`src/hw/pgt_pkg.sv`:
```
// constants for the panel gate timing and strap configuration block
package pgt_pkg;
  // register byte addresses on the command interface
  localparam logic [7:0] ADDR_DISCHARGE_DIST = 8'h6a;
  localparam logic [7:0] ADDR_CHARGE_SHARE = 8'h6b;
  localparam logic [7:0] ADDR_GATE_PULSE = 8'h6c;
  localparam logic [7:0] ADDR_GATE_SHIFT = 8'h6d;
  localparam logic [7:0] ADDR_TIMING_LEARN = 8'h73;
  localparam logic [7:0] ADDR_HOST_SYNC = 8'h74;
  localparam logic [7:0] ADDR_NEG_PUMP = 8'h77;
  localparam logic [7:0] ADDR_GATE_HIGH = 8'h78;
  localparam logic [7:0] ADDR_SOFT_RESET = 8'h7b;
  localparam logic [7:0] ADDR_MAKER_ID = 8'hfa;
  localparam logic [7:0] ADDR_LANE_COUNT = 8'h63;
  localparam logic [7:0] ADDR_STRAP_INV = 8'he0;
  localparam logic [7:0] ADDR_RESOLUTION = 8'he1;

  // reset values
  localparam logic [7:0] RST_DISCHARGE_DIST = 8'ha2;
  localparam logic [7:0] RST_CHARGE_SHARE = 8'h00;
  localparam logic [7:0] RST_GATE_PULSE = 8'h08;
  localparam logic [7:0] RST_GATE_SHIFT = 8'h01;
  localparam logic [7:0] RST_TIMING_LEARN = 8'h31;
  localparam logic [7:0] RST_HOST_SYNC = 8'h10;
  localparam logic [7:0] RST_NEG_PUMP = 8'h10;
  localparam logic [7:0] RST_GATE_HIGH = 8'h47;
  localparam logic [7:0] RST_SOFT_RESET = 8'h01;
  localparam logic [7:0] RST_LANE_COUNT = 8'h06;
  localparam logic [7:0] RST_STRAP_INV = 8'h00;
  localparam logic [7:0] RST_RESOLUTION = 8'h00;

  // field positions
  localparam int FLD_HI_LSB = 4;       // upper nibble fields
  localparam int GP_FRAME_STAGGER = 6;
  localparam int GP_STAGGER_LSB = 4;
  localparam int GP_PHASE4 = 3;
  localparam int GP_DISCHARGE_EN = 2;
  localparam int GP_HOLD_LEVEL = 1;
  localparam int GP_STV_STAGGER = 0;
  localparam int GS_SCALE = 4;
  localparam int GS_SHIFT2 = 0;
  localparam int TL_MEASURE = 5;
  localparam int TL_EDGE = 4;
  localparam int HS_REF = 4;
  localparam int SR_RELEASE = 0;
  localparam int LC_LSB = 5;
  localparam int SI_STANDBY = 0;
  localparam int SI_SELFTEST = 1;
  localparam int SI_POLARITY = 2;
  localparam int SI_SWAP_LSB = 3;
  localparam int SI_POWER_LSB = 5;

  // lane source codes on the pads
  localparam logic [2:0] SRC_L0 = 3'h0;
  localparam logic [2:0] SRC_L1 = 3'h1;
  localparam logic [2:0] SRC_L2 = 3'h2;
  localparam logic [2:0] SRC_L3 = 3'h3;
  localparam logic [2:0] SRC_CLK = 3'h4;
  localparam logic [2:0] SRC_NONE = 3'h7;

  // gate timing line positions after frame start
  localparam logic [11:0] STV_LINE = 12'h00f;
  localparam logic [11:0] STV_WIDTH = 12'h002;
  localparam logic [11:0] LINE_ONE = 12'h001;
  localparam logic [11:0] LINE_TWO = 12'h002;
  localparam logic [11:0] LINE_MAX = 12'hfff;

  // timing in its own unit, cycle counts derived from the clock
  localparam int CLK_PERIOD_NS = 8;
  localparam int SHARE_STEP_NS = 500;
  localparam int DEBOUNCE_NS = 20000;
  localparam int SHARE_STEP_CYC = (SHARE_STEP_NS + CLK_PERIOD_NS - 1) / CLK_PERIOD_NS;
  localparam int DEBOUNCE_CYC = (DEBOUNCE_NS + CLK_PERIOD_NS - 1) / CLK_PERIOD_NS;
  localparam logic [4:0] SHIFT_STEP_FINE = 5'h08;
  localparam logic [4:0] SHIFT_STEP_COARSE = 5'h18;
  localparam logic [11:0] RES_LINES_DEFAULT = 12'h500;
endpackage

```
`src/hw/pgt_top.sv`:
```
// gate-in-panel timing, strap combining, lane remap and low-supply discharge
// Overview of operation
// - upper nibble: lines from discharge pulse rise to start pulse 1 rise
// - lower nibble: lines from discharge pulse fall to start pulse 1 rise
// - charge share per edge: zero off, else code times half microsecond
// - gate control bit 6 staggers the two frame polarity signals
// - two-bit discharge pulse stagger: off, 0.5, 1, 1.5 microseconds
// - bit 3 picks 2-phase or 4-phase discharge pulse staggering
// - stopped gate clocks: bit 2 adds discharge pulse, bit 1 held level
// - bit 0: start pulse and gate clock overlap or stagger
// - shift scale bit: step of 8 or 24 clocks
// - on overlap, shift bit separates by one or two lines
// - MIPI: gate clock timing follows enable rising or falling edge
// - bit 5 measures line length and count instead of fixed line length and resolution-set line count
// - MIPI: bit 4 makes timing follow host sync pulses
// - soft reset register 00 holds reset, 01 runs normal display
// - strap settings are pin XOR register; standby 0, normal 1
// - MIPI lane swap code maps four lanes to pads, clock fixed
// - LVDS four-bit swap code picks one of ten pad assignments
// - combined self-test select: 0 test pattern, 1 normal
// - combined lane count: 10 three lanes, 11 four lanes
// - combined polarity: 0 swaps wires, 1 normal
// - low supply forces discharge: grounds outputs, gates high, pump stopped
// - supply dips shorter than 20 microseconds are ignored
`timescale 1ns/100ps
module pgt_top import pgt_pkg::*; #(
  parameter logic [7:0] MAKER_ID = 8'h5a, // arbitrary value
  parameter logic [11:0] RES_LINES_ALT = RES_LINES_DEFAULT,
  parameter logic [15:0] H_CYCLES_DEFAULT = 16'h0400
) (
  input wire logic clock_in,
  input wire logic resetn_in,
  input wire logic ce_in,
  input wire logic cmd_wr_in,
  input wire logic cmd_rd_in,
  input wire logic [7:0] cmd_addr_in,
  input wire logic [7:0] cmd_wdata_in,
  output logic [7:0] cmd_rdata_out,
  input wire logic lvds_mode_in,
  input wire logic hsync_in,
  input wire logic vsync_in,
  input wire logic de_in,
  input wire logic standby_pin_in,
  input wire logic selftest_pin_in,
  input wire logic polarity_pin_in,
  input wire logic [1:0] lane_swap_pin_in,
  input wire logic [1:0] lane_swap_otp_in,
  input wire logic [1:0] lane_count_pin_in,
  input wire logic [2:0] resolution_pin_in,
  input wire logic [1:0] power_scheme_pin_in,
  input wire logic supply_low_in,
  output logic standby_control_out,
  output logic selftest_select_out,
  output logic wire_polarity_swap_out,
  output logic [1:0] lane_count_out,
  output logic [2:0] resolution_code_out,
  output logic [1:0] power_scheme_code_out,
  output logic [14:0] pad_lane_map_out,
  output logic soft_reset_hold_out,
  output logic [4:0] gate_high_level_code_out,
  output logic negative_pump_rate_out,
  output logic [4:0] gate_shift_step_out,
  output logic [15:0] h_total_out,
  output logic [11:0] v_total_out,
  output logic vertical_start_pulse_1_out,
  output logic [3:0] gate_clock_out,
  output logic charge_share_out,
  output logic [1:0] frame_polarity_out,
  output logic discharge_active_out,
  output logic source_to_ground_out,
  output logic common_to_ground_out,
  output logic pump_stop_out
);
  logic [7:0] dist_reg, share_reg, gate_reg, shift_reg, learn_reg, hsref_reg;
  logic [7:0] npump_reg, vgh_reg, srst_reg, lanes_reg, strap_reg, res_reg;

  // pad order D0, D1, CLK, D2, D3; undefined LVDS codes leave pads idle
  function automatic logic [14:0] lane_map(input logic lvds, input logic [3:0] code);
    logic [14:0] m;
    m = {5{SRC_NONE}};
    if (!lvds) begin
      case (code[1:0])
        2'h0: m = {SRC_L3, SRC_L2, SRC_CLK, SRC_L1, SRC_L0};
        2'h1: m = {SRC_L3, SRC_L0, SRC_CLK, SRC_L1, SRC_L2};
        2'h2: m = {SRC_L0, SRC_L1, SRC_CLK, SRC_L2, SRC_L3};
        default: m = {SRC_L2, SRC_L1, SRC_CLK, SRC_L0, SRC_L3};
      endcase
    end else begin
      case (code)
        4'h0: m = {SRC_L3, SRC_L2, SRC_CLK, SRC_L1, SRC_L0};
        4'h1: m = {SRC_L3, SRC_CLK, SRC_L2, SRC_L1, SRC_L0};
        4'h2: m = {SRC_L0, SRC_L1, SRC_CLK, SRC_L2, SRC_L3};
        4'h3: m = {SRC_L0, SRC_L1, SRC_L2, SRC_CLK, SRC_L3};
        4'h4: m = {SRC_CLK, SRC_L0, SRC_L1, SRC_L2, SRC_L3};
        4'h5: m = {SRC_CLK, SRC_L3, SRC_L2, SRC_L1, SRC_L0};
        4'h6: m = {SRC_L3, SRC_L2, SRC_L1, SRC_L0, SRC_CLK};
        4'h7: m = {SRC_L0, SRC_L1, SRC_L2, SRC_L3, SRC_CLK};
        4'h8: m = {SRC_L3, SRC_L0, SRC_CLK, SRC_L1, SRC_L2};
        4'h9: m = {SRC_L2, SRC_L1, SRC_CLK, SRC_L0, SRC_L3};
        default: m = {5{SRC_NONE}};
      endcase
    end
    return m;
  endfunction

  // register writes; unmapped and read-only addresses are ignored
  always_ff @(posedge clock_in or negedge resetn_in) begin
    if (!resetn_in) begin
      dist_reg <= RST_DISCHARGE_DIST;
      share_reg <= RST_CHARGE_SHARE;
      gate_reg <= RST_GATE_PULSE;
      shift_reg <= RST_GATE_SHIFT;
      learn_reg <= RST_TIMING_LEARN;
      hsref_reg <= RST_HOST_SYNC;
      npump_reg <= RST_NEG_PUMP;
      vgh_reg <= RST_GATE_HIGH;
      srst_reg <= RST_SOFT_RESET;
      lanes_reg <= RST_LANE_COUNT;
      strap_reg <= RST_STRAP_INV;
      res_reg <= RST_RESOLUTION;
    end else if (ce_in && cmd_wr_in) begin
      case (cmd_addr_in)
        ADDR_DISCHARGE_DIST: dist_reg <= cmd_wdata_in;
        ADDR_CHARGE_SHARE: share_reg <= cmd_wdata_in;
        ADDR_GATE_PULSE: gate_reg <= cmd_wdata_in;
        ADDR_GATE_SHIFT: shift_reg <= cmd_wdata_in;
        ADDR_TIMING_LEARN: learn_reg <= cmd_wdata_in;
        ADDR_HOST_SYNC: hsref_reg <= cmd_wdata_in;
        ADDR_NEG_PUMP: npump_reg <= cmd_wdata_in;
        ADDR_GATE_HIGH: vgh_reg <= cmd_wdata_in;
        ADDR_SOFT_RESET: srst_reg <= cmd_wdata_in;
        ADDR_LANE_COUNT: lanes_reg <= cmd_wdata_in;
        ADDR_STRAP_INV: strap_reg <= cmd_wdata_in;
        ADDR_RESOLUTION: res_reg <= cmd_wdata_in;
        default: ;
      endcase
    end
  end

  // read selection; unmapped addresses read zero
  logic [7:0] read_value;
  always_comb begin
    case (cmd_addr_in)
      ADDR_DISCHARGE_DIST: read_value = dist_reg;
      ADDR_CHARGE_SHARE: read_value = share_reg;
      ADDR_GATE_PULSE: read_value = gate_reg;
      ADDR_GATE_SHIFT: read_value = shift_reg;
      ADDR_TIMING_LEARN: read_value = learn_reg;
      ADDR_HOST_SYNC: read_value = hsref_reg;
      ADDR_NEG_PUMP: read_value = npump_reg;
      ADDR_GATE_HIGH: read_value = vgh_reg;
      ADDR_SOFT_RESET: read_value = srst_reg;
      ADDR_MAKER_ID: read_value = MAKER_ID;
      ADDR_LANE_COUNT: read_value = lanes_reg;
      ADDR_STRAP_INV: read_value = strap_reg;
      ADDR_RESOLUTION: read_value = res_reg;
      default: read_value = 8'h00;
    endcase
  end

  always_ff @(posedge clock_in or negedge resetn_in) begin
    if (!resetn_in) cmd_rdata_out <= 8'h00;
    else if (ce_in && cmd_rd_in) cmd_rdata_out <= read_value;
  end

  // strap combining: pin level XOR register bit, straight through to the core
  wire [1:0] swap_code = lane_swap_pin_in ^ strap_reg[SI_SWAP_LSB +: 2];
  assign standby_control_out = standby_pin_in ^ strap_reg[SI_STANDBY];
  assign selftest_select_out = selftest_pin_in ^ strap_reg[SI_SELFTEST];
  assign wire_polarity_swap_out = polarity_pin_in ^ strap_reg[SI_POLARITY];
  assign lane_count_out = lane_count_pin_in ^ lanes_reg[LC_LSB +: 2];
  assign resolution_code_out = resolution_pin_in ^ res_reg[2:0];
  assign power_scheme_code_out = power_scheme_pin_in ^ strap_reg[SI_POWER_LSB +: 2];
  assign pad_lane_map_out = lane_map(lvds_mode_in, {lane_swap_otp_in, swap_code});
  assign soft_reset_hold_out = !srst_reg[SR_RELEASE];
  assign gate_high_level_code_out = vgh_reg[4:0];
  assign negative_pump_rate_out = npump_reg[4];
  assign gate_shift_step_out = shift_reg[GS_SCALE] ? SHIFT_STEP_COARSE : SHIFT_STEP_FINE;

  // timing runs only when released from soft reset and not in standby
  wire run = !soft_reset_hold_out && standby_control_out;
  wire step = ce_in;

  // line reference selection
  logic de_q;
  wire mipi = !lvds_mode_in;
  wire use_host = mipi && hsref_reg[HS_REF];
  wire de_edge = (mipi && learn_reg[TL_EDGE]) ? (de_q && !de_in) : (de_in && !de_q);
  wire line_evt = use_host ? hsync_in : de_edge;
  wire frame_evt = vsync_in;

  logic [11:0] line_cnt, v_meas;
  logic [15:0] h_cnt, h_meas;

  // line counter and measurement of line length and line count
  always_ff @(posedge clock_in or negedge resetn_in) begin
    if (!resetn_in) begin
      de_q <= 1'b0;
      line_cnt <= LINE_MAX;
      h_cnt <= 16'h0000;
      h_meas <= 16'h0000;
      v_meas <= 12'h000;
    end else if (step) begin
      de_q <= de_in;
      if (!run) begin
        line_cnt <= LINE_MAX;
        h_cnt <= 16'h0000;
      end else if (frame_evt) begin
        line_cnt <= 12'h000;
        v_meas <= line_cnt;
      end else if (line_evt) begin
        line_cnt <= (line_cnt == LINE_MAX) ? LINE_MAX : line_cnt + LINE_ONE;
        h_meas <= h_cnt;
        h_cnt <= 16'h0001; // the reference cycle itself belongs to the line
      end else if (h_cnt != 16'hffff) begin
        h_cnt <= h_cnt + 16'h0001;
      end
    end
  end

  // measured values, or the fixed line length and the line count from the resolution setting
  wire [11:0] res_lines = (resolution_code_out == 3'h0) ? RES_LINES_DEFAULT : RES_LINES_ALT;
  assign h_total_out = learn_reg[TL_MEASURE] ? h_meas : H_CYCLES_DEFAULT;
  assign v_total_out = learn_reg[TL_MEASURE] ? v_meas : res_lines;

  // discharge window in lines before start pulse 1; empty if rise is closer
  wire [11:0] win_open = STV_LINE - {8'h00, dist_reg[FLD_HI_LSB +: 4]};
  wire [11:0] win_close = STV_LINE - {8'h00, dist_reg[3:0]};
  wire blank_win = gate_reg[GP_DISCHARGE_EN] && line_cnt >= win_open
                   && line_cnt < win_close;
  wire stv_now = line_cnt >= STV_LINE && line_cnt < STV_LINE + STV_WIDTH;
  // overlap starts clocks one or two lines after the start pulse rises, stagger after it ends
  wire [11:0] ovl_shift = shift_reg[GS_SHIFT2] ? LINE_TWO : LINE_ONE;
  wire [11:0] clk_start = STV_LINE + (gate_reg[GP_STV_STAGGER] ? STV_WIDTH : ovl_shift);
  wire running = line_cnt >= clk_start && line_cnt != LINE_MAX;

  // gate clock edges land one shift step after each line reference
  logic [4:0] dly_cnt;
  logic clk_phase;
  wire tick = dly_cnt == 5'h01;
  always_ff @(posedge clock_in or negedge resetn_in) begin
    if (!resetn_in) begin
      dly_cnt <= 5'h00;
      clk_phase <= 1'b0;
    end else if (step) begin
      if (line_evt) dly_cnt <= gate_shift_step_out;
      else if (dly_cnt != 5'h00) dly_cnt <= dly_cnt - 5'h01;
      if (!running) clk_phase <= 1'b0;
      else if (tick) clk_phase <= !clk_phase;
    end
  end

  // cycles since the discharge window last changed, for staggering
  logic win_q;
  logic [15:0] since_cnt;
  always_ff @(posedge clock_in or negedge resetn_in) begin
    if (!resetn_in) begin
      win_q <= 1'b0;
      since_cnt <= 16'h0000;
    end else if (step) begin
      win_q <= blank_win;
      if (blank_win != win_q) since_cnt <= 16'h0000;
      else if (since_cnt != 16'hffff) since_cnt <= since_cnt + 16'h0001;
    end
  end

  // per-phase gate clock: running, discharge pulse or held level
  logic [3:0] gclk_next;
  logic discharge_on;
  for (genvar i = 0; i < 4; i++) begin : g_phase
    wire [1:0] idx = gate_reg[GP_PHASE4] ? 2'(i) : 2'(i % 2);
    wire [15:0] dly = 16'(gate_reg[GP_STAGGER_LSB +: 2] * idx * SHARE_STEP_CYC);
    wire pulse = win_q ? (since_cnt >= dly) : (since_cnt < dly);
    assign gclk_next[i] = discharge_on ? 1'b1
                        : running ? (clk_phase ^ idx[0])
                        : (gate_reg[GP_DISCHARGE_EN] && pulse) ? 1'b1
                        : gate_reg[GP_HOLD_LEVEL];
  end

  // charge share pulse after each edge of the first gate clock
  logic [9:0] share_cnt;
  wire g_rise = gclk_next[0] && !gate_clock_out[0];
  wire g_fall = !gclk_next[0] && gate_clock_out[0];
  wire [9:0] rise_len = 10'(share_reg[3:0] * SHARE_STEP_CYC);
  wire [9:0] fall_len = 10'(share_reg[FLD_HI_LSB +: 4] * SHARE_STEP_CYC);
  always_ff @(posedge clock_in or negedge resetn_in) begin
    if (!resetn_in) begin
      gate_clock_out <= 4'h0;
      share_cnt <= 10'h000;
      vertical_start_pulse_1_out <= 1'b0;
    end else if (step) begin
      gate_clock_out <= gclk_next;
      vertical_start_pulse_1_out <= stv_now && run && !discharge_on;
      if (g_rise) share_cnt <= rise_len;
      else if (g_fall) share_cnt <= fall_len;
      else if (share_cnt != 10'h000) share_cnt <= share_cnt - 10'h001;
    end
  end
  assign charge_share_out = share_cnt != 10'h000;

  // frame polarity: second signal lags one line when staggered
  logic pol_pend;
  always_ff @(posedge clock_in or negedge resetn_in) begin
    if (!resetn_in) begin
      frame_polarity_out <= 2'h0;
      pol_pend <= 1'b0;
    end else if (step && run) begin
      if (frame_evt) begin
        frame_polarity_out[0] <= !frame_polarity_out[0];
        if (!gate_reg[GP_FRAME_STAGGER]) frame_polarity_out[1] <= !frame_polarity_out[0];
        pol_pend <= gate_reg[GP_FRAME_STAGGER];
      end else if (pol_pend && line_evt) begin
        frame_polarity_out[1] <= frame_polarity_out[0];
        pol_pend <= 1'b0;
      end
    end
  end

  // low supply debounce; a short dip restarts the count and never trips
  logic [11:0] deb_cnt;
  always_ff @(posedge clock_in or negedge resetn_in) begin
    if (!resetn_in) begin
      deb_cnt <= 12'h000;
      discharge_on <= 1'b0;
    end else if (step) begin
      if (!supply_low_in) deb_cnt <= 12'h000;
      else if (deb_cnt != 12'(DEBOUNCE_CYC)) deb_cnt <= deb_cnt + 12'h001;
      discharge_on <= supply_low_in && deb_cnt == 12'(DEBOUNCE_CYC);
    end
  end
  assign discharge_active_out = discharge_on;
  assign source_to_ground_out = discharge_on;
  assign common_to_ground_out = discharge_on;
  assign pump_stop_out = discharge_on;
endmodule

```
`config.mk`:
```
export PLATFORM = sky130hd
export DESIGN_NAME = pgt_top
export DESIGN_NICKNAME = d
export VERILOG_FILES = /design/src/hw/pgt_pkg.sv /design/src/hw/pgt_top.sv
export SDC_FILE = /design/constraint.sdc
export NUM_CORES = 1
export LEC_CHECK = 0
export ABC_AREA = 1
export BUFFER_PORTS_ARGS = -buffer_cell sky130_fd_sc_hd__clkbuf_2
export CORE_UTILIZATION = 50
export CTS_BUF_LIST = sky130_fd_sc_hd__clkbuf_8
export DETAILED_ROUTE_END_ITERATION = 16
export PLACE_DENSITY = 0.69
export RECOVER_POWER = 50
export REMOVE_ABC_BUFFERS = 1
export SYNTH_ARGS = -nofsm -noshare
export SYNTH_HDL_FRONTEND = slang
export SYNTH_SLANG_ARGS = --single-unit
```
`constraint.sdc`:
```
create_clock -name clock_in -period 10.27 [get_ports clock_in]
set_input_delay 1.5405 -clock clock_in [delete_from_list [all_inputs] [get_ports clock_in]]
set_output_delay 1.5405 -clock clock_in [all_outputs]
set_load 0.05 [all_outputs]
```
Word level (Yosys, flattened, before mapping)
Memories as Yosys holds them, arrays and structs flattened. Index checks and enable logic that the tools add are counted.

Register bits: 215. ROM bits: 240. Bits of input ports: 40. Output and inout port bits: 85. Logic and storage cells: 214. Memories: 1.

$add $sub $neg: 9. $mul: 7. Magnitude comparators: 13. Equal/unequal tests: 29. Mux-type cells: 52. Bitwise logic cells: 11. Reductions and logical operators: 62.

Memory list: (no name shown) (depth 16, width 15, read ports 1, clocked after Yosys merged registers in 0, write ports 0, RTL line pgt_top.sv:89) `case (code)`.

Operators by type and width (number): 2-to-1 mux 16 bit (7); one-hot mux 8 bit (13 select lines) (1); 2-to-1 mux 12 bit (7); equality test 8 x 7 -> 1 bit, second input constant (10); one-hot mux 14 bit (3 select lines) (1); multiplier 4 x 6 -> 10 bit, second input constant (4); AND reduction 2 bit (20); adder 16 x 1 -> 16 bit, second input constant (2); >= comparator 16 x 10 -> 1 bit (2); less-than comparator 16 x 10 -> 1 bit (2); inequality test 16 bit, second input constant (2); 2-to-1 mux 10 bit (3); 2-to-1 mux 1 bit (25); adder 12 x 1 -> 12 bit, second input constant (2); equality test 12 bit, second input constant (2); equality test 8 bit, second input constant (3); inequality test 12 bit, second input constant (2); logical AND 1 bit (22); >= comparator 16 x 1 -> 1 bit, second input constant (1); >= comparator 16 x 8 -> 1 bit (1); less-than comparator 16 x 1 -> 1 bit, second input constant (1); less-than comparator 16 x 8 -> 1 bit (1); 2-to-1 mux 15 bit (1); 2-to-1 mux 5 bit (3); other kinds (32) (58).

Longest topological paths before layout
Gate-level depths: netlist (run 1).

Word-level depth: 11. Gate-level depth with buffers: 27. Mapped depth without buffers: 27.

Least setup slack after synthesis (run 1)
Ideal clock, no wire load.

Kind: in2out. Start point: input port lane_swap_pin_in[0]. End point: output port pad_lane_map_out[3]. Arrival: 3.648 ns. Required time: 8.729 ns. Setup slack: 5.082 ns. Cell stages on the path: 6. Buffers on the path: 0. Path through: xnor2_1 -> inv_1 -> ha_1 -> nand3_1 -> inv_1 -> o31ai_1.

Cells in the longest elaborated chain, start to end: 4. Elaborated cells on any way between the ends: 7. Classes of those cells: eq/ne: 2; mux: 2; bitwise: 1; reduce/logical: 1; memory: 1.

Ends and longest elaborated chain: from (decl) (RTL line pgt_top.sv:46) `input wire logic [1:0] lane_swap_pin_in,`; XOR 2 bit (*) (RTL line pgt_top.sv:167) `wire [1:0] swap_code = lane_swap_pin_in ^ strap_reg[SI_SWAP_LSB +: 2];`; branches (longest 2 deep; another with memory (16 x 15 bit)); 2-to-1 mux 15 bit (*) (RTL line pgt_top.sv:81) `if (!lvds) begin`; to (decl) (RTL line pgt_top.sv:58) `output logic [14:0] pad_lane_map_out,`.

Mark *: on every way between the ends.

==> reports/results.txt, run 1 <==
Antenna cells: 0
Hold WS: 0.478 ns
Power share of the sequential group: 41.8%
Sequential cell area fraction in the yosys report: 38.3%
Worst slew margin relative to its limit: -251%
Total track usage: 25.3%
Length of routed met2 wiring: 16.5 mm
Number of synthesized flops with an enable pin: 0
Final GP Congestion: 0.925
Setup crit start kind: primary input
DRT Pass-1 Iters: 5
DRT iter0 DRCs: 994
Drt total wl: 36.0 mm
Largest delay share family, worst path: buffers and inverters
H-tree Lvls: 2
CTS buffer count: 40
Core footprint: 27800 um2
Synth async-reset ratio: 100%
I/O Pins: 125
Max FO, Critical Path: 94
Commonest non-fill, non-tap cell in the layout: nand2_1
Clk pwr share: 33.1%
MaxCap Viol Count: 2
Vias: 12435
RSZ-0062 raised after global routing: no
Post-route minimum period: 5.88 ns
Area Overhead vs Synth: 10.7%
Count of final max-slew check failures: 122
Finish-stage setup viols: 0
Peak per-stage delay on the critical path: 3.61 ns
Leakage dissipation: 8.19 nW
Post-CTS Hold Buffers: 0
Initial antenna violation count: 1
DP HPWL: 26.2 mm
Violated checks: max-capacitance violations, max-slew violations
GR Overflow Total: 0
Crit path DAT: 5.24 ns
Crit end category: asynchronous set/reset pin
Fin worst setup slack: 4.39 ns
Clk root buf: clkbuf_8
Largest regs: h_cnt x16, h_meas x16, since_cnt x16
Hold crit path type: flop to flop
Commonest non-fill, non-tap cells in the layout: nand2_1, inv_1, dfrtp_1
Drt via density: 5.23
Met3 Wirelength: 1.69 mm
Pin count of the biggest net entering global routing: 95
Buf+Inv Stages, Crit Path: 1
Clock transition at the registers of the reported paths: 0.06 ns
PortBufs: 120
Cell count after synthesis: 1858
CP Class: primary input to asynchronous set/reset pin
Outcome: finished with violations
Setup_tns: 0 ns
Netlist Area Pre-Place: 14200 um2
FILL cells: 2750
WL per Instance: 15.1 um
Layout net count: 2115
Comb power frac: 25.1%
Initial Util: 51.0%
DRC: 0
# rows: 61
Top routing layer in use: met5
Vias in the first global route: 11566
Clock latency on the worst-skew pair: 0.57 ns
Worst vdd ir: 93.6 uV
Post_cts resized: 0
Syn avg cell area: 7.62 um2
Clock sinks: 215
Main synth FF type: dfrtp_1
Post-CTS setup buffer count: 0
Peak Freq: 170 MHz
Switching Share: 35.4%
#FFs+latches synth: 215
CTS tree: done
Die Area: 29000 um2
Synth cell types: 54
Ys Warns: 0
Worst EP required: 9.63 ns
Pwr/cell area: 152 nW/um2
Final hold violation count: 0
Routed Antenna Nets: 0
Cells along the critical path: clkbuf_1
Int Pwr: 1.54 mW
First-pass GRT wire length: 58.6 mm
Place WS: 5.36 ns
M1 wire length: 16.8 mm
Max clock buf depth: 3
Switching Power: 0.842 mW
Chip Height: 170 um
Worst-margin pin slew: 5.26 ns
Die width: 170 um
Crit-path slowest cell: clkbuf_1
Final Cycle Share: 57.3%
Clock skew: 0.0488 ns
Share of layout cells above drive strength 1: 14.0%
logic make-up after synthesis:
logic type      count (synthesis)  synth area share [%]
compound gates                318                  12.2
xor+xnor                       55                  3.46
fa+ha+maj                     108                  10.3
buf+inv                       291                  8.64
flops                         215                  38.3
mux                             2                 0.212
other cells                     2                0.0531
simple gates                  867                  26.9
power groups by stage:
stage	clock network, mW	logic, mW	registers [mW]
final	0.787	0.597	0.995
after global routing	0.845	0.679	1.00
after CTS	0.805	0.599	0.994
after detailed placement	0	0.595	1.01
after global placement	0	0.580	1.01
after floorplan	0	0.431	1.01
synthesized netlist by cell type (4+ instances only):
master,number,area [um2]
xor2_1,45,394
nor3_2,4,40.0
nor2_4,7,78.8
inv_2,11,41.3
o211ai_1,4,30.0
buf_4,16,120
nand3_1,94,470
o21ai_2,9,78.8
o21ai_0,173,866
clkbuf_1,26,97.6
nand2_1,542,2030
inv_1,217,815
ha_1,93,1160
nand2_2,14,87.6
buf_6,6,67.6
nand3_2,4,40.0
nor2_1,104,390
a211oi_1,7,52.6
dfrtp_1,186,4650
nor3_1,30,150
nand4_1,37,231
nor2_2,6,37.5
buf_2,10,50.1
fa_1,15,300
o21ai_1,25,125
dfstp_2,29,762
xnor2_1,9,78.8
o22ai_1,9,56.3
a31oi_1,6,37.5
a21oi_1,68,340
o31ai_1,5,37.5
nand2_4,6,67.6
or2_2,10,62.6
layout make-up:
type	instances	area, um2	share of cell area (%)
clock buffer	47	647	4.13
sequential	215	5420	34.6
clock inverter	26	118	0.751
tap	378	473	3.02
inverter	233	887	5.66
multi-input combinational	1354	7510	47.9
timing repair buffer	123	618	3.94
worst paths after layout:
kind	slack (ns)	to	cells after the start	start
max	4.39	since_cnt[5]	1	resetn_in
min	0.48	share_cnt[9]	2	share_cnt[9]
max reg2reg	5.96	gate_clock_out[3]	25	gate_reg[4]
min reg2reg	0.48	share_cnt[9]	2	share_cnt[9]
max in group clock_in	5.31	pad_lane_map_out[10]	9	lane_swap_pin_in[0]
min in group asynchronous	2.91	h_meas[4]	1	resetn_in
routing by layer:
| layer | GRT usage (%) | vias up |
|---|---|---|
| met5 | 0 | - |
| met4 | 8.77 | 2 |
| met3 | 3.47 | 62 |
| met2 | 41.2 | 330 |
| met1 | 34.5 | 5817 |
| li1 | - | 6224 |
stage by stage:
stage | cell area, um2 | util (%) | instances | power (mW)
after floorplan | 13800 | - | 1802 | 1.44
after detailed placement | 14900 | 53.8 | 2303 | 1.60
after global placement | 14900 | 53.8 | 2303 | 1.59
after CTS | 15700 | 56.5 | 2376 | 2.40
final | 15700 | 56.4 | 2376 | 2.38
after global routing | 15700 | 56.4 | 2376 | 2.53
Note: power is estimated with default switching activity, not from simulation.
==> run 2, diff against run 1 <==
--- a/config.mk
+++ b/config.mk
@@ -10,7 +10,7 @@
 export CORE_UTILIZATION = 50
 export CTS_BUF_LIST = sky130_fd_sc_hd__clkbuf_8
 export DETAILED_ROUTE_END_ITERATION = 16
-export PLACE_DENSITY = 0.69
+export PLACE_DENSITY = 0.71
 export RECOVER_POWER = 50
 export REMOVE_ABC_BUFFERS = 1
 export SYNTH_ARGS = -nofsm -noshare
==> constraint.sdc (replaced) <==
create_clock -name clock_in -period 5.3 [get_ports clock_in]
set_input_delay 0.795 -clock clock_in [delete_from_list [all_inputs] [get_ports clock_in]]
set_output_delay 0.795 -clock clock_in [all_outputs]
set_load 0.05 [all_outputs]
==> run 2 against run 1 <==
Net effect:
- the run still ends with max-capacitance violations, max-slew violations left
- final cell count decreased by 0.25%
- sequential cell count did not move
- worst hold slack got worse by 0.0018 ns
- largest cell class unchanged
==> reports/results.txt, run 2 (synthesis results as in run 1) <==
Crit path to: gate_clock_out[3]
DRT Pass-1 Iters: 6
Cells after DPL: 2302
DRC: 0
Peak Freq: 232 MHz
GR Overflow Total: 0
Pin count of the biggest net entering global routing: 113
Area Overhead vs Synth: 10.2%
Final GP Congestion: 0.928
Multi-input logic area: 7500 um2
Initial Util: 51.0%
Drt total wl: 35.7 mm
Fin worst setup slack: 0.987 ns
Total track usage: 25.3%
Violated checks: max-capacitance violations, max-slew violations
Core footprint: 27800 um2
Worst EP required: 5.74 ns
Die width: 170 um
Hold crit path type: flop to flop
Max clock buf depth: 3
Count of final max-slew check failures: 139
Finish-stage setup viols: 0
Vias: 12374
Crit-path slowest cell: dfrtp_1
Place WS: 1.00 ns
Worst-margin pin slew: 2.87 ns
Pwr/cell area: 292 nW/um2
Critical path origin: gate_reg[4]
DRT iter0 DRCs: 996
Reg2Reg Depth: 25
M1 wire length: 16.7 mm
Final Cycle Share: 81.4%
Die Area: 29000 um2
Top routing layer in use: met4
Post-CTS Hold Buffers: 0
RR Startpoint: gate_reg[4]
I/O Pins: 125
Setup crit start kind: flop
Length of routed met2 wiring: 16.6 mm
Post-route minimum period: 4.31 ns
Met3 Wirelength: 1.64 mm
Initial antenna violation count: 0
Crit end category: flop
Most used cell, CP: nand2_1
FF+latch area: 5420 um2
Clock sinks: 215
Worst slew margin relative to its limit: -91.3%
Max FO, Critical Path: 9
Post_cts resized: 0
Antenna cells: 0
CP Class: flop to flop
Worst vdd ir: 224 uV
CTS buffer count: 39
Chip Height: 170 um
MaxCap Viol Count: 2
Layout net count: 2113
Routed Antenna Nets: 0
Final hold violation count: 0
FILL cells: 2658
CTS tree: done
H-tree Lvls: 2
Setup_tns: 0 ns
Vias in the first global route: 11702
Buf+Inv Stages, Crit Path: 2
Clk root buf: clkbuf_8
CP Depth: 25
Clock transition at the registers of the reported paths: 0.06 ns
Peak per-stage delay on the critical path: 0.56 ns
Outcome: finished with violations
Clock latency on the worst-skew pair: 0.55 ns
DP HPWL: 26.2 mm
Largest delay share family, worst path: adder cells
Drt via density: 5.22
Final std cells w/o fill: 2370
Commonest non-fill, non-tap cell in the layout: nand2_1
# rows: 61
RSZ-0062 raised after global routing: no
WL per Instance: 15.1 um
R2R Path End: gate_clock_out[3]
First-pass GRT wire length: 58.9 mm
Commonest non-fill, non-tap cells in the layout: nand2_1, inv_1, dfrtp_1
Share of layout cells above drive strength 1: 13.6%
Leakage dissipation: 8.11 nW
Clock skew: 0.0319 ns
PortBufs: 120
Crit path DAT: 4.75 ns
R2r setup slk: 0.99 ns
Post-CTS setup buffer count: 0
Largest regs: h_cnt x16, h_meas x16, since_cnt x16
## run 2: worst min-delay path by stage
| stage | from | endpoint | slack (ns) | cells after the start |
|---|---|---|---|---|
| after floorplan | h_meas[10] | h_meas[10] | 0.45 | 2 |
| after global placement | cmd_rdata_out[4] | cmd_rdata_out[4] | 0.47 | 2 |
| after detailed placement | cmd_rdata_out[7] | cmd_rdata_out[7] | 0.47 | 2 |
| after CTS | resetn_in | h_meas[8] | 0.36 | 1 |
| after global routing | srst_reg[1] | srst_reg[1] | 0.50 | 2 |
| final | vgh_reg[6] | vgh_reg[6] | 0.48 | 2 |
## run 2: area by class of cell
| class | instances | area share, % |
|---|---|---|
| inverters | 233 | 5.65 |
| well taps | 378 | 3.03 |
| flip-flops and latches | 215 | 34.7 |
| repair buffers | 122 | 3.90 |
| multi-input cells | 1354 | 48.1 |
| clock buffers | 45 | 3.97 |
| clock inverters | 23 | 0.634 |
## run 2: worst min-delay path, cell delays in order, from the launching register on
cell and delay, ns:
dfstp_2 0.37, nand2_1 0.05, o21ai_1 0.05
## run 2: per-stage QoR
| stage | total power [mW] | hold WS, ns | util (%) | cell area [um2] |
|---|---|---|---|---|
| after floorplan | 2.79 | 0.446 | - | 13800 |
| after global placement | 3.08 | 0.465 | 53.8 | 14900 |
| after detailed placement | 3.10 | 0.466 | 53.8 | 14900 |
| after CTS | 4.59 | 0.359 | 56.4 | 15700 |
| after global routing | 4.85 | 0.496 | 56.1 | 15600 |
| final | 4.55 | 0.476 | 56.1 | 15600 |
## run 2: per-layer routing
| layer | global-route usage [%] | vias to the layer above |
|---|---|---|
| li1 | - | 6213 |
| met1 | 35.2 | 5800 |
| met2 | 41.0 | 308 |
| met3 | 3.33 | 53 |
| met4 | 7.68 | 0 |
| met5 | 0 | - |
## run 2: report_power, final
part / switching [mW] / internal, mW / total, mW
sequential: 0.143 / 1.78 / 1.92
clock: 0.700 / 0.772 / 1.47
combinational: 0.771 / 0.388 / 1.16
total: 1.61 / 2.94 / 4.55
